===== config.mk =====
export PLATFORM = sky130hd
export DESIGN_NAME = segment_lcd_frame_waveform_gen
export DESIGN_NICKNAME = d
export VERILOG_FILES = /design/src/pkg/lcd_pkg.sv /design/src/rtl/segment_lcd_frame_waveform_gen.sv
export VERILOG_INCLUDE_DIRS = /design/src /design/src/pkg
export SDC_FILE = /design/constraint.sdc
export NUM_CORES = 1
export LEC_CHECK = 0
export BUFFER_PORTS_ARGS = -buffer_cell sky130_fd_sc_hd__buf_2
export CORE_ASPECT_RATIO = 1.5
export CORE_MARGIN = 2
export CORE_UTILIZATION = 47
export DETAILED_ROUTE_END_ITERATION = 8
export GPL_ROUTABILITY_DRIVEN = 0
export PLACE_DENSITY = 0.67
export SETUP_SLACK_MARGIN = 0.15
export SLEW_MARGIN = 10
export SYNTH_ARGS = -nofsm -noshare
export SYNTH_HDL_FRONTEND = slang
export SYNTH_SLANG_ARGS = --single-unit

===== constraint.sdc =====
create_clock -name ref_clk -period 3.65 [get_ports ref_clk]
set_input_delay 0.73 -clock ref_clk [delete_from_list [all_inputs] [get_ports ref_clk]]
set_output_delay 0.73 -clock ref_clk [all_outputs]
set_load 0.005 [all_outputs]

===== src/pkg/lcd_consts.svh =====
`ifndef LCD_CONSTS_SVH
`define LCD_CONSTS_SVH

// register word indices (byte address is four times the index)
`define REG_PIXEL_LAST  5'h0b
`define REG_CONTROL     5'h0c
`define REG_PRESCALE    5'h0d
`define REG_STATUS      5'h0e
`define REG_INT_STATUS  5'h0f
`define REG_INT_MASK    5'h10

// status and interrupt bit positions
`define STAT_ACTIVE_BIT 0
`define STAT_WRITE_ERROR_FLAG_BIT   1
`define INT_SHUT_BIT    0
`define INT_FRAME_BIT   1

// reset values
`define CONTROL_RESET   8'h00
`define PRESCALE_RESET  4'h0
`define PIXEL_RESET     8'h00
`define INT_RESET       2'h0

// timing source codes
`define SRC_SYS_DIV     2'h0
`define SRC_TIMER1      2'h1
`define SRC_SLOW        2'h2

// divider terminal counts
`define SYS_DIV_LAST    8'hff
`define BLOCK_LAST      5'h1f

// drive levels, lowest to highest
`define LVL_0           2'h0
`define LVL_1           2'h1
`define LVL_2           2'h2
`define LVL_3           2'h3

`endif


===== src/pkg/lcd_pkg.sv =====
package lcd_pkg;

    typedef enum logic {
        st_idle,
        st_run
    } state_type;

    typedef struct packed {
        logic       enable;
        logic       spare;
        logic       sleep_shutdown_enable;
        logic       waveform_type_select;
        logic [1:0] clock_source;
        logic [1:0] multiplex_select;
    } control_type;

    typedef struct packed {
        logic [3:0][1:0]  backplane_line;
        logic [23:0][1:0] pixel_column_drive;
    } drive_type;

endpackage


===== src/rtl/segment_lcd_frame_waveform_gen.sv =====
// Overview of operation
// - static frame = source/(4*1*(prescale+1)*32); half = source/(2*2*(prescale+1)*32).
// - third frame = source/(1*3*(prescale+1)*32); quarter = source/(1*4*(prescale+1)*32).
// - timing source is system clock/256, timer1 crystal or slow internal clock.
// - backplane k reads pixel words 3k..3k+2; column n at word n/8, bit n%8.
// - backplane lines carry their time slice; columns carry the active slot's data.
// - backplane minus column averages zero volts over each waveform cycle.
// - set pixel gets the high rms level, cleared pixel the low one.
// - type A flips phase inside each slot; type B flips at each frame.
// - sleep with system clock/256 source stops display at once, any sleep setting.
// - interrupt when display goes from active to inactive.
// - frame interrupt from the frame generator for type B update timing.
// - multiplex 00 static, 01 half, 10 third, 11 quarter backplanes.
// - frame starts at backplane 0; frame interrupt once its data is fetched.
// - no frame interrupt in type A, nor in type B static.
// - type B multiplexed pixel writes outside the window while running are dropped and flag a write error.
`timescale 1ns/1ps
`include "lcd_consts.svh"

module segment_lcd_frame_waveform_gen import lcd_pkg::*; (
    // clock and reset
    input  wire logic        ref_clk,
    input  wire logic        srst,
    // register bus
    input  wire logic [4:0]  address,
    input  wire logic        read,
    input  wire logic        write,
    input  wire logic [31:0] writedata,
    input  wire logic [3:0]  byteenable,
    output logic      [31:0] readdata,
    output logic             waitrequest,
    // timing sources and sleep
    input  wire logic        timer1_crystal_clock,
    input  wire logic        slow_internal_clock,
    input  wire logic        sleep_req,
    // glass and interrupt
    output drive_type        lcd_drive,
    output logic             irq
);

    ////////////////////////////////////////////////////////////////////////////
    // helpers

    function automatic logic [1:0] sub_last(input logic [1:0] mux);
        case (mux)
            2'h0:    sub_last = 2'h3;
            2'h1:    sub_last = 2'h1;
            default: sub_last = 2'h0;
        endcase
    endfunction

    function automatic logic half_phase(input logic [1:0] mux, input logic [1:0] sub,
                                        input logic [4:0] blk);
        case (mux)
            2'h0:    half_phase = sub[1];
            2'h1:    half_phase = sub[0];
            default: half_phase = blk[4];
        endcase
    endfunction

    function automatic drive_type make_drive(input logic [1:0] mux, input logic [1:0] slot,
                                             input logic ph, input logic [23:0] row);
        drive_type d;
        d = '0;
        for (int k = 0; k < 4; k++) begin
            if (k == slot) begin
                d.backplane_line[k] = ph ? `LVL_0 : `LVL_3;
            end else if (k <= mux && mux != 2'h0) begin
                d.backplane_line[k] = ph ? `LVL_2 : `LVL_1;
            end
        end
        for (int n = 0; n < 24; n++) begin
            if (row[n]) begin
                d.pixel_column_drive[n] = ph ? `LVL_3 : `LVL_0;
            end else if (mux == 2'h0) begin
                d.pixel_column_drive[n] = ph ? `LVL_0 : `LVL_3;
            end else begin
                d.pixel_column_drive[n] = ph ? `LVL_1 : `LVL_2;
            end
        end
        make_drive = d;
    endfunction

    ////////////////////////////////////////////////////////////////////////////
    // registers and state

    logic [7:0]  pixel_bits [12];
    control_type display_control_reg;
    logic [3:0]  frame_prescale;
    logic        write_error_flag;
    logic [1:0]  int_status;
    logic [1:0]  int_mask;
    state_type   state;
    logic [2:0]  t1_sync;
    logic [2:0]  slow_sync;
    logic        t1_level;
    logic        slow_level;
    logic [7:0]  sys_cnt;
    logic [3:0]  pre_cnt;
    logic [4:0]  blk_cnt;
    logic [1:0]  sub_cnt;
    logic [1:0]  slot;
    logic        frame_odd;
    logic        win_open;
    logic [23:0] row;

    ////////////////////////////////////////////////////////////////////////////
    // bus decode

    wire logic        wr_go    = write && !waitrequest && byteenable[0];
    wire logic        rd_go    = read && waitrequest;
    wire logic [7:0]  wbyte    = writedata[7:0];
    wire logic        pix_sel  = address <= `REG_PIXEL_LAST;
    wire logic [3:0]  pix_idx  = pix_sel ? address[3:0] : 4'h0;
    wire logic        display_active_flag = state == st_run;
    wire logic        type_b_mux = display_control_reg.waveform_type_select &&
                                   display_control_reg.multiplex_select != 2'h0;
    wire logic        pix_ok   = !(display_active_flag && type_b_mux && !win_open);
    wire logic        pix_wr   = wr_go && pix_sel && pix_ok;
    wire logic        pix_err  = wr_go && pix_sel && !pix_ok;
    wire logic [1:0]  int_clr  = (wr_go && address == `REG_INT_STATUS) ? wbyte[1:0] : 2'h0;
    wire logic        write_error_flag_clr = wr_go && address == `REG_STATUS && wbyte[`STAT_WRITE_ERROR_FLAG_BIT];
    wire logic [7:0]  status_byte = {6'h00, write_error_flag, display_active_flag};
    wire logic [7:0]  next_rdata =
        pix_sel                     ? pixel_bits[pix_idx] :
        address == `REG_CONTROL     ? display_control_reg :
        address == `REG_PRESCALE    ? {4'h0, frame_prescale} :
        address == `REG_STATUS      ? status_byte :
        address == `REG_INT_STATUS  ? {6'h00, int_status} :
        address == `REG_INT_MASK    ? {6'h00, int_mask} : 8'h00;

    ////////////////////////////////////////////////////////////////////////////
    // timing source selection

    wire logic t1_next   = (t1_sync[2] == t1_sync[1]) ? t1_sync[2] : t1_level;
    wire logic slow_next = (slow_sync[2] == slow_sync[1]) ? slow_sync[2] : slow_level;
    wire logic src_tick  =
        display_control_reg.clock_source == `SRC_SYS_DIV ? sys_cnt == `SYS_DIV_LAST :
        display_control_reg.clock_source == `SRC_TIMER1  ? t1_next && !t1_level :
        display_control_reg.clock_source == `SRC_SLOW    ? slow_next && !slow_level :
        1'b0;

    ////////////////////////////////////////////////////////////////////////////
    // frame generator

    wire logic [1:0] mux        = display_control_reg.multiplex_select;
    wire logic       pre_wrap   = display_active_flag && src_tick && pre_cnt == frame_prescale;
    wire logic       blk_wrap   = pre_wrap && blk_cnt == `BLOCK_LAST;
    wire logic       slot_end   = blk_wrap && sub_cnt == sub_last(mux);
    wire logic       frame_end  = slot_end && slot == mux;
    wire logic [1:0] next_slot  = frame_end ? 2'h0 : slot + 2'h1;
    wire logic       halt_sleep = sleep_req && (display_control_reg.sleep_shutdown_enable ||
                                  display_control_reg.clock_source == `SRC_SYS_DIV);
    // a start between source ticks would shorten the first half slot and leave
    // a dc residue on all but cleared static pixels, so the generator starts on a tick
    wire logic       start_req  = state == st_idle && display_control_reg.enable && !halt_sleep;
    wire logic       go         = start_req && src_tick;
    wire logic       stop       = display_active_flag &&
                                  (halt_sleep || (frame_end && !display_control_reg.enable));
    wire logic       frame_evt  = slot_end && !frame_end && next_slot == mux &&
                                  type_b_mux;
    wire logic       phase      = display_control_reg.waveform_type_select ? frame_odd :
                                  half_phase(mux, sub_cnt, blk_cnt);
    wire logic [3:0][23:0] rows;

    for (genvar k = 0; k < 4; k++) begin : g_rows
        assign rows[k] = {pixel_bits[3*k+2], pixel_bits[3*k+1], pixel_bits[3*k]};
    end

    wire drive_type  next_drive = display_active_flag ? make_drive(mux, slot, phase, row) : '0;
    wire logic [1:0] evts       = {frame_evt, stop};
    wire logic [1:0] next_int_status = (int_status & ~int_clr) | evts;

    ////////////////////////////////////////////////////////////////////////////
    // register bus slave

    always_ff @(posedge ref_clk) begin
        if (srst) begin
            waitrequest <= 1'b1;
            readdata    <= 32'h0000_0000;
        end else begin
            waitrequest <= !((read || write) && waitrequest);
            if (rd_go) begin
                readdata <= {24'h00_0000, next_rdata};
            end
        end
    end

    always_ff @(posedge ref_clk) begin
        if (srst) begin
            for (int i = 0; i < 12; i++) begin
                pixel_bits[i] <= `PIXEL_RESET;
            end
        end else if (pix_wr) begin
            pixel_bits[pix_idx] <= wbyte;
        end
    end

    always_ff @(posedge ref_clk) begin
        if (srst) begin
            display_control_reg <= `CONTROL_RESET;
            frame_prescale      <= `PRESCALE_RESET;
            int_mask            <= `INT_RESET;
        end else if (wr_go) begin
            if (address == `REG_CONTROL) begin
                display_control_reg <= wbyte;
            end
            if (address == `REG_PRESCALE) begin
                frame_prescale <= wbyte[3:0];
            end
            if (address == `REG_INT_MASK) begin
                int_mask <= wbyte[1:0];
            end
        end
    end

    ////////////////////////////////////////////////////////////////////////////
    // sticky flags and interrupt

    always_ff @(posedge ref_clk) begin
        if (srst) begin
            int_status       <= `INT_RESET;
            write_error_flag <= 1'b0;
            irq              <= 1'b0;
        end else begin
            int_status       <= next_int_status;
            write_error_flag <= (write_error_flag && !write_error_flag_clr) || pix_err;
            irq              <= |(next_int_status & int_mask);
        end
    end

    ////////////////////////////////////////////////////////////////////////////
    // pin synchronisers and system divider

    always_ff @(posedge ref_clk) begin
        if (srst) begin
            t1_sync    <= 3'h0;
            slow_sync  <= 3'h0;
            t1_level   <= 1'b0;
            slow_level <= 1'b0;
            sys_cnt    <= 8'h00;
        end else begin
            t1_sync    <= {t1_sync[1:0], timer1_crystal_clock};
            slow_sync  <= {slow_sync[1:0], slow_internal_clock};
            t1_level   <= t1_next;
            slow_level <= slow_next;
            sys_cnt    <= sys_cnt + 8'h01;
        end
    end

    ////////////////////////////////////////////////////////////////////////////
    // run state

    always_ff @(posedge ref_clk) begin
        if (srst) begin
            state <= st_idle;
        end else begin
            case (state)
                st_idle: if (go) begin
                    state <= st_run;
                end
                st_run: if (stop) begin
                    state <= st_idle;
                end
                default: state <= st_idle;
            endcase
        end
    end

    ////////////////////////////////////////////////////////////////////////////
    // prescale, divide-by-32, slot and phase counters

    always_ff @(posedge ref_clk) begin
        if (srst || go) begin
            pre_cnt   <= 4'h0;
            blk_cnt   <= 5'h00;
            sub_cnt   <= 2'h0;
            slot      <= 2'h0;
            frame_odd <= 1'b0;
        end else if (src_tick && display_active_flag) begin
            pre_cnt <= pre_wrap ? 4'h0 : pre_cnt + 4'h1;
            if (pre_wrap) begin
                blk_cnt <= blk_cnt + 5'h01;
            end
            if (slot_end) begin
                sub_cnt <= 2'h0;
                slot    <= next_slot;
            end else if (blk_wrap) begin
                sub_cnt <= sub_cnt + 2'h1;
            end
            if (frame_end) begin
                frame_odd <= !frame_odd;
            end
        end
    end

    ////////////////////////////////////////////////////////////////////////////
    // data fetch, write window and drive outputs

    always_ff @(posedge ref_clk) begin
        if (srst) begin
            row       <= 24'h00_0000;
            win_open  <= 1'b0;
            lcd_drive <= '0;
        end else begin
            if (go) begin
                row <= rows[0];
            end else if (slot_end) begin
                row <= rows[next_slot];
            end
            if (!display_active_flag || frame_end) begin
                win_open <= 1'b0;
            end else if (frame_evt) begin
                win_open <= 1'b1;
            end
            lcd_drive <= next_drive;
        end
    end

endmodule


==> results.toml, run 1 <==
[outcome]
status = "finished clean"

[setup_path]
rrSetupSlack_ps = 530
cp-end-kind = "register"
critPathLaunchType = "register"
reg2reg_from = "mux[0]"
r2r_end = "row[4]"
critPathRequiredTime_ps = 4090
r2r_cells = 10
critical_path_arrival_ps = 3560
crit_fanout = 25
critical_path_class = "register to register"

[place]
dp_hpwl_mm = 22.8
placed_cell_area_um2 = 12000
io_buffers = 86

[layout]
nets = 1232
diodes = 0
final_common_cell = "dfxtp_1"
top_register = "pixel_bits"
syn_to_final_growth_pct = 12.1
largestRegisters = "pixel_bits: 96 flops, lcd_drive: 56 flops, row: 24 flops"
final_cell_mix = "dfxtp_1 (139), and2_1 (100), edfxtp_1 (96)"
fin_area_um2 = 12700
largest_register_ffs = 96
fillerInstances = 2090
drive_above_1_share_pct = 18.5

[pwr]
seqPwrFrac_pct = 52.1
p_sw_share_pct = 22.9
clkPwrFrac_pct = 42.4
p_sw_mw = 1.24
p_per_area_nw_per_um2 = 427
p_comb_share_pct = 5.5
internal-power_mw = 4.19
total_power_mw = 5.43
total_leakage_power_nw = 4.84
ir_drop_mv = 0.241

[timing]
fin_worst_skew_ps = 21.5
fin_tns_setup_ps = 0
rsz0062_at_grt = "false"
fmax_ghz = 0.321
finalHoldViolCount = 0
drv_slew = 0
finalSetupViolCount = 0
worstMarginPinSlew_ps = 940
post-route-period-util_pct = 85.4
min_period_ps = 3120
relSlewSlack_pct = 37.2

[clocking]
cts_made_buffers = 22
cts_resized = 0
clock_latency_ps = 520
cts_tree = "done"
cts_setup_buffers = 0
cts_root_buffer = "clkbuf_16"
cts_hold_buf = 0
clk_pin_slew_ps = 60
clockBufferDepth = 3
cts_sinks = 235
cts_max_level = 1

[yosys]
synthArstFlopShare_pct = 0
synth_cell_types = 71
syn_area_um2 = 11300
synth_enable_flop_cells = 96
synth-main-ff-cell = "dfxtp_1"
synth_top_area_share_pct = 25.4
yosys_warnings = 0
synth_cells = 1117
synth_seq_area_share_pct = 50.0
avgSynthCellArea_um2 = 10.2
synth_top_area_cell = "edfxtp_1"
ys_seq_elements = 235
synth_area_leaders = "edfxtp_1 (25%), dfxtp_1 (25%), and2_1 (5.5%)"

[hold_path]
hold_depth = 2
hold_path.class = "input pin to register"
min-delay-start = "timer1_crystal_clock"
hold-path-endpoint = "t1_sync[0]"

[floorplan]
rows = 69
die_w_um = 131
core-area_um2 = 23700
die-area_um2 = 25400
die_y_um = 194
start_util_pct = 47.8
ios = 138

[routing]
via_count = 8969
drt_wl_total_mm = 32.4
drtIter0Drc = 1093
via_per_inst = 5.95
routedWlPerCell_um = 21.5
firstDrtPassIters = 6
drc = 0
ant_nets = 0

[global_routing]
grt_pass1_wl_mm = 49.8
grt_overflow_total = 0
grt.total_usage_pct = 25.5
grt_pass1_vias = 8412
antenna_found_initial = 0
grt_max_degree = 58

[run]
cap_violations = 0
[cell families (layout without fill, tap and decap cells)]
| group | after synthesis | after routing | share of synthesized area [%] |
|---|---|---|---|
| buffers and inverters | 126 | 174 | 5.19 |
| XOR/XNOR | 18 | 18 | 1.39 |
| multiplexers | 56 | 56 | 5.29 |
| other | 1 | 24 | 0.0331 |
| adder cells (fa/ha/maj) | 12 | 12 | 1.32 |
| flip-flops | 235 | 235 | 50.0 |
| AND/OR/NAND/NOR | 371 | 371 | 18.4 |
| AO/OA/AOI/OAI | 298 | 298 | 18.5 |
[metal layers]
layer	share of wire (%)	track usage, %	up-vias
met5	0	0	-
met4	6.4	12.7	0
met3	6.6	3.26	127
met2	48	43.0	431
met1	39	31.7	4215
li1	-	-	4196
[stage by stage]
step,setup slack (ps),utilization (%),instances,hold WS (ps)
finish,532,53.6,1507,440
global route,360,53.6,1507,439
CTS,559,53.6,1507,424
detailed placement,407,50.5,1467,434
global placement,487,50.5,1467,420
floorplan,773,-,1140,414
[cells in the mapped netlist, drive strengths merged (6+ instances only)]
master	n
nand3	45
nand2	26
ha	12
nand2b	11
buf	39
clkbuf	74
mux2	31
a221oi	7
a211oi	56
a21oi	53
nor2b	37
or2	16
nor3	13
mux2i	25
and2	101
or3	7
dfxtp	139
o2bb2ai	24
nor4	12
o221ai	6
xor2	9
o21ai	51
inv	13
nor2	72
a22oi	27
edfxtp	96
nand4	10
xnor2	9
o22ai	27
[cell type report]
cell class                 count  area, um^2  area share [%]
inverter                      13        48.8           0.384
sequential                   235        5670            44.6
multi-input combinational    779        5190            40.8
timing repair buffer         121         693            5.45
clock inverter                 8        67.6           0.531
clock buffer                  32         654            5.15
tap                          319         399            3.14
[worst max-delay path by stage]
stage	from	end	slack (ps)	cells after the start
after floorplan	mux[0]	row[3]	770	11
after detailed placement	write	pixel_bits[4][2]	410	6
after global routing	mux[0]	row[22]	360	10
after CTS	mux[0]	row[5]	560	10
final	mux[0]	row[4]	530	10
after global placement	write	pixel_bits[4][5]	490	6
[power by group through the flow]
stage / clock network (mW) / registers [mW] / logic, mW
after global placement: 0 / 2.88 / 0.288
final: 2.30 / 2.83 / 0.300
after detailed placement: 0 / 2.89 / 0.290
after CTS: 2.33 / 2.83 / 0.291
after floorplan: 0 / 2.86 / 0.201
after global routing: 2.44 / 2.83 / 0.317
[worst max-delay path: stages (launching register included)]
cell       delay (ps)
dfxtp_1           540
or2_1             220
inv_1             100
ha_1              270
nand2b_1          160
or4_1             550
buf_4             260
a2111oi_4         320
buf_4             320
a22oi_1           130
o2bb2ai_1         160
No activity file was read; power rests on OpenSTA's default activity.
==> inputs of run 2 (changes only) <==
Settings changed: CTS_BUF_LIST from default to sky130_fd_sc_hd__clkbuf_2 sky130_fd_sc_hd__clkbuf_4 sky130_fd_sc_hd__clkbuf_8.
==> results.toml, run 2 (synthesized netlist as in run 1, its figures left out) <==
[clocking]
clockBufferDepth = 3
cts_max_level = 2
cts_root_buffer = "clkbuf_8"
cts_resized = 0
clock_latency_ps = 540
cts_hold_buf = 0
cts_made_buffers = 35
cts_sinks = 235
cts_tree = "done"
cts_setup_buffers = 0
clk_pin_slew_ps = 70

[setup_path]
r2r_cells = 10
rrSetupSlack_ps = 540
critical_path_arrival_ps = 3570
crit_fanout = 25
critPathRequiredTime_ps = 4110
cp-startpoint = "mux[0]"
endpoint = "row[5]"
critPathLaunchType = "register"
cp-end-kind = "register"
r2r_end = "row[5]"
critical_path_class = "register to register"
reg2reg_from = "mux[0]"

[pwr]
ir_drop_mv = 0.207
p_per_area_nw_per_um2 = 425
total_leakage_power_nw = 4.87

[timing]
relSlewSlack_pct = 38.2
fin_worst_skew_ps = 19.7
post-route-period-util_pct = 85.2
drv_slew = 0
fmax_ghz = 0.322
min_period_ps = 3110
fin_tns_setup_ps = 0
worstMarginPinSlew_ps = 925
finalSetupViolCount = 0
rsz0062_at_grt = "false"
finalHoldViolCount = 0

[run]
cap_violations = 0

[place]
io_buffers = 86
dp.cells = 1467
dp_hpwl_mm = 22.8

[layout]
top_register = "pixel_bits"
drive_above_1_share_pct = 20.5
syn_to_final_growth_pct = 12.5
final_common_cell = "dfxtp_1"
fin_cells = 1530
largestRegisters = "pixel_bits: 96 flops, lcd_drive: 56 flops, row: 24 flops"
nets = 1245
largest_register_ffs = 96
final_cell_mix = "dfxtp_1 (139), and2_1 (100), edfxtp_1 (96)"
diodes = 0

[floorplan]
die_y_um = 194
die-area_um2 = 25400
rows = 69
core-area_um2 = 23700
die_w_um = 131
ios = 138
start_util_pct = 47.8

[global_routing]
grt.total_usage_pct = 25.7
grt_pass1_vias = 8556
grt_pass1_wl_mm = 50.0
grt_max_degree = 58
grt_overflow_total = 0
antenna_found_initial = 0

[routing]
routedWlPerCell_um = 21.3
ant_nets = 0
drc = 0
firstDrtPassIters = 6
via_per_inst = 5.99
drtIter0Drc = 1104
via_count = 9163
drt_wl_total_mm = 32.5

[outcome]
status = "finished clean"

[hold_path]
hold_path.class = "input pin to register"
run 2: cell types whose count changed in the layout (fill, tap and decap cells not counted):
cell / previous run / this run
clkbuf_1: 5 / 0
clkbuf_16: 24 / 0
clkbuf_4: 1 / 12
clkbuf_8: 2 / 44
clkinv_1: 0 / 1
clkinv_2: 3 / 2
clkinvlp_4: 0 / 2
inv_1: 14 / 13
inv_4: 3 / 0
inv_6: 0 / 1
run 2: worst max-delay path, stage by stage, from the launching register on:
cell and delay (ps):
dfxtp_1 560, or2_1 220, inv_1 100, ha_1 270, nand2b_1 150, or4_1 550
buf_4 260, a2111oi_4 320, buf_4 320, a22oi_1 110, o2bb2ai_1 160
run 2: worst min-delay path by stage:
stage,start,endpoint,slack [ps],depth (start not counted)
floorplan,slow_sync[0],slow_sync[1],410,1
global placement,slow_sync[0],slow_sync[1],420,1
detailed placement,waitrequest,waitrequest,430,1
CTS,timer1_crystal_clock,t1_sync[0],390,2
global route,timer1_crystal_clock,t1_sync[0],400,2
finish,timer1_crystal_clock,t1_sync[0],410,2
run 2: metrics by stage:
step           hold WS, ps  worst slack (ps)  utilization [%]  power, mW  instance area [um^2]
6_report               412               542             53.7       5.42                 12800
5_1_grt                404               357             53.7       5.61                 12800
4_1_cts                387               561             53.7       5.46                 12800
3_5_place_dp           434               407             50.5       3.18                 12000
3_3_place_gp           420               487             50.5       3.17                 12000
2_1_floorplan          414               773                -       3.06                 11400
run 2: cell type report:
cell class	count	area [um^2]
Fill cell	2086	11000
Sequential cell	235	5670
Multi-Input combinational cell	779	5190
Clock buffer	56	696
Timing Repair Buffer	121	693
Tap cell	319	399
Clock inverter	7	67.6
Inverter	13	48.8
run 2: where the power goes:
part | switching [mW] | internal, mW | leakage (nW)
combinational | 0.208 | 0.0906 | 2.36
sequential | 0.0530 | 2.78 | 2.11
clock | 1.01 | 1.29 | 0.400
total | 1.27 | 4.16 | 4.87
run 2: metal layers:
metal | share of wire, % | vias up | track usage [%]
met1 | 39 | 4326 | 31.4
met4 | 6.9 | 0 | 14.6
met5 | 0 | - | 0
met2 | 48 | 460 | 42.8
li1 | - | 4235 | -
met3 | 6.4 | 142 | 3.59
==> inputs of run 3 (changes only) <==
Clock period 3.65 ns to 3.4 ns, I/O delays scaled along.
==> results.toml, run 3 (synthesized netlist as in run 1, its figures left out) <==
[hold_path]
hold_path.class = "input pin to register"

[layout]
drive_above_1_share_pct = 21.0
diodes = 0
nets = 1250
top_register = "pixel_bits"
area.sequential_um2 = 5670
final_cell_mix = "dfxtp_1 (139), and2_1 (100), edfxtp_1 (96)"
syn_to_final_growth_pct = 12.7
fin_cells = 1537
largest_register_ffs = 96
fin_area_um2 = 12800
final_common_cell = "dfxtp_1"
multiInputGateArea_um2 = 5190
fillerInstances = 2110
largestRegisters = "pixel_bits: 96 flops, lcd_drive: 56 flops, row: 24 flops"

[setup_path]
endpoint = "row[6]"
reg2reg_from = "mux[0]"
rrSetupSlack_ps = 450
critPathLaunchType = "register"
critPathRequiredTime_ps = 3860
r2r_cells = 10
r2r_end = "row[6]"
crit_fanout = 25
critical_path_class = "register to register"
cp-end-kind = "register"
critical_path_arrival_ps = 3420
cp-startpoint = "mux[0]"

[routing]
firstDrtPassIters = 7
via_per_inst = 5.92
via_count = 9103
drt_wl_total_mm = 32.3
drc = 0
drtIter0Drc = 1251
routedWlPerCell_um = 21.0
ant_nets = 0

[pwr]
ir_drop_mv = 0.188
p_comb_share_pct = 5.7
internal-power_mw = 4.40
p_sw_mw = 1.37
total_leakage_power_nw = 4.90
p_sw_share_pct = 23.8
p_per_area_nw_per_um2 = 452
total_power_mw = 5.77
clkPwrFrac_pct = 41.6
seqPwrFrac_pct = 52.7

[clocking]
cts_root_buffer = "clkbuf_8"
cts_max_level = 2
cts_resized = 0
cts_sinks = 235
cts_hold_buf = 0
cts_tree = "done"
cts_made_buffers = 36
clk_pin_slew_ps = 60
cts_setup_buffers = 0
clock_latency_ps = 530
clockBufferDepth = 3

[floorplan]
ios = 138
core-area_um2 = 23700
die-area_um2 = 25400
rows = 69
start_util_pct = 47.8
die_w_um = 131
die_y_um = 194

[global_routing]
grt.total_usage_pct = 25.4
antenna_found_initial = 0
grt_pass1_wl_mm = 49.4
grt_overflow_total = 0
grt_max_degree = 58
grt_pass1_vias = 8451

[timing]
fin_hold_ws_ps = 351
worstMarginPinSlew_ps = 968
rsz0062_at_grt = "false"
post-route-period-util_pct = 86.8
min_period_ps = 2950
finalHoldViolCount = 0
drv_slew = 0
fmax_ghz = 0.339
relSlewSlack_pct = 35.3
finalSetupViolCount = 0
fin_worst_skew_ps = 19.1
fin_tns_setup_ps = 0

[place]
placed_cell_area_um2 = 12000
dp_hpwl_mm = 22.7
io_buffers = 86
dp.cells = 1471

[run]
cap_violations = 0

[outcome]
status = "finished clean"
## run 3: layer usage
| layer | vias to the layer above | global-route usage, % | share of wire, % |
|---|---|---|---|
| li1 | 4222 | - | - |
| met1 | 4262 | 31.4 | 39 |
| met2 | 481 | 41.3 | 47 |
| met3 | 138 | 4.14 | 7.3 |
| met4 | 0 | 14.6 | 6.6 |
| met5 | - | 0 | 0 |
## run 3: worst max-delay path: stages (launching register included)
cell	delay (ps)
dfxtp_1	310
or2_1	260
inv_1	150
ha_1	240
nand2b_1	160
or4_1	550
buf_4	250
a2111oi_4	330
buf_4	320
a22oi_1	160
o2bb2ai_1	140
## run 3: through the flow
stage	util, %	worst slack [ps]
after floorplan	-	523
after global placement	50.6	533
after detailed placement	50.6	496
after CTS	53.8	476
after global routing	53.8	271
final	53.8	449
## run 3: cell type report
| type | instances | share of cell area, % |
|---|---|---|
| clock buffer | 56 | 5.45 |
| clock inverter | 10 | 0.431 |
| inverter | 13 | 0.382 |
| multi-input combinational | 779 | 40.6 |
| sequential | 235 | 44.4 |
| tap | 319 | 3.12 |
| timing repair buffer | 125 | 5.66 |
## run 3: power by group through the flow
stage,combinational (mW),clock (mW),sequential (mW)
floorplan,0.216,0,3.07
global placement,0.313,0,3.10
detailed placement,0.318,0,3.10
CTS,0.319,2.45,3.03
global route,0.347,2.57,3.04
finish,0.328,2.40,3.04
## run 3: worst min path at each step
stage,startpoint,to,cells past startpoint,slack [ps]
floorplan,slow_sync[0],slow_sync[1],1,410
global route,read,waitrequest,2,370
detailed placement,slow_sync[0],slow_sync[1],1,430
finish,slow_internal_clock,slow_sync[0],2,350
global placement,t1_sync[0],t1_sync[1],1,420
CTS,slow_internal_clock,slow_sync[0],2,340
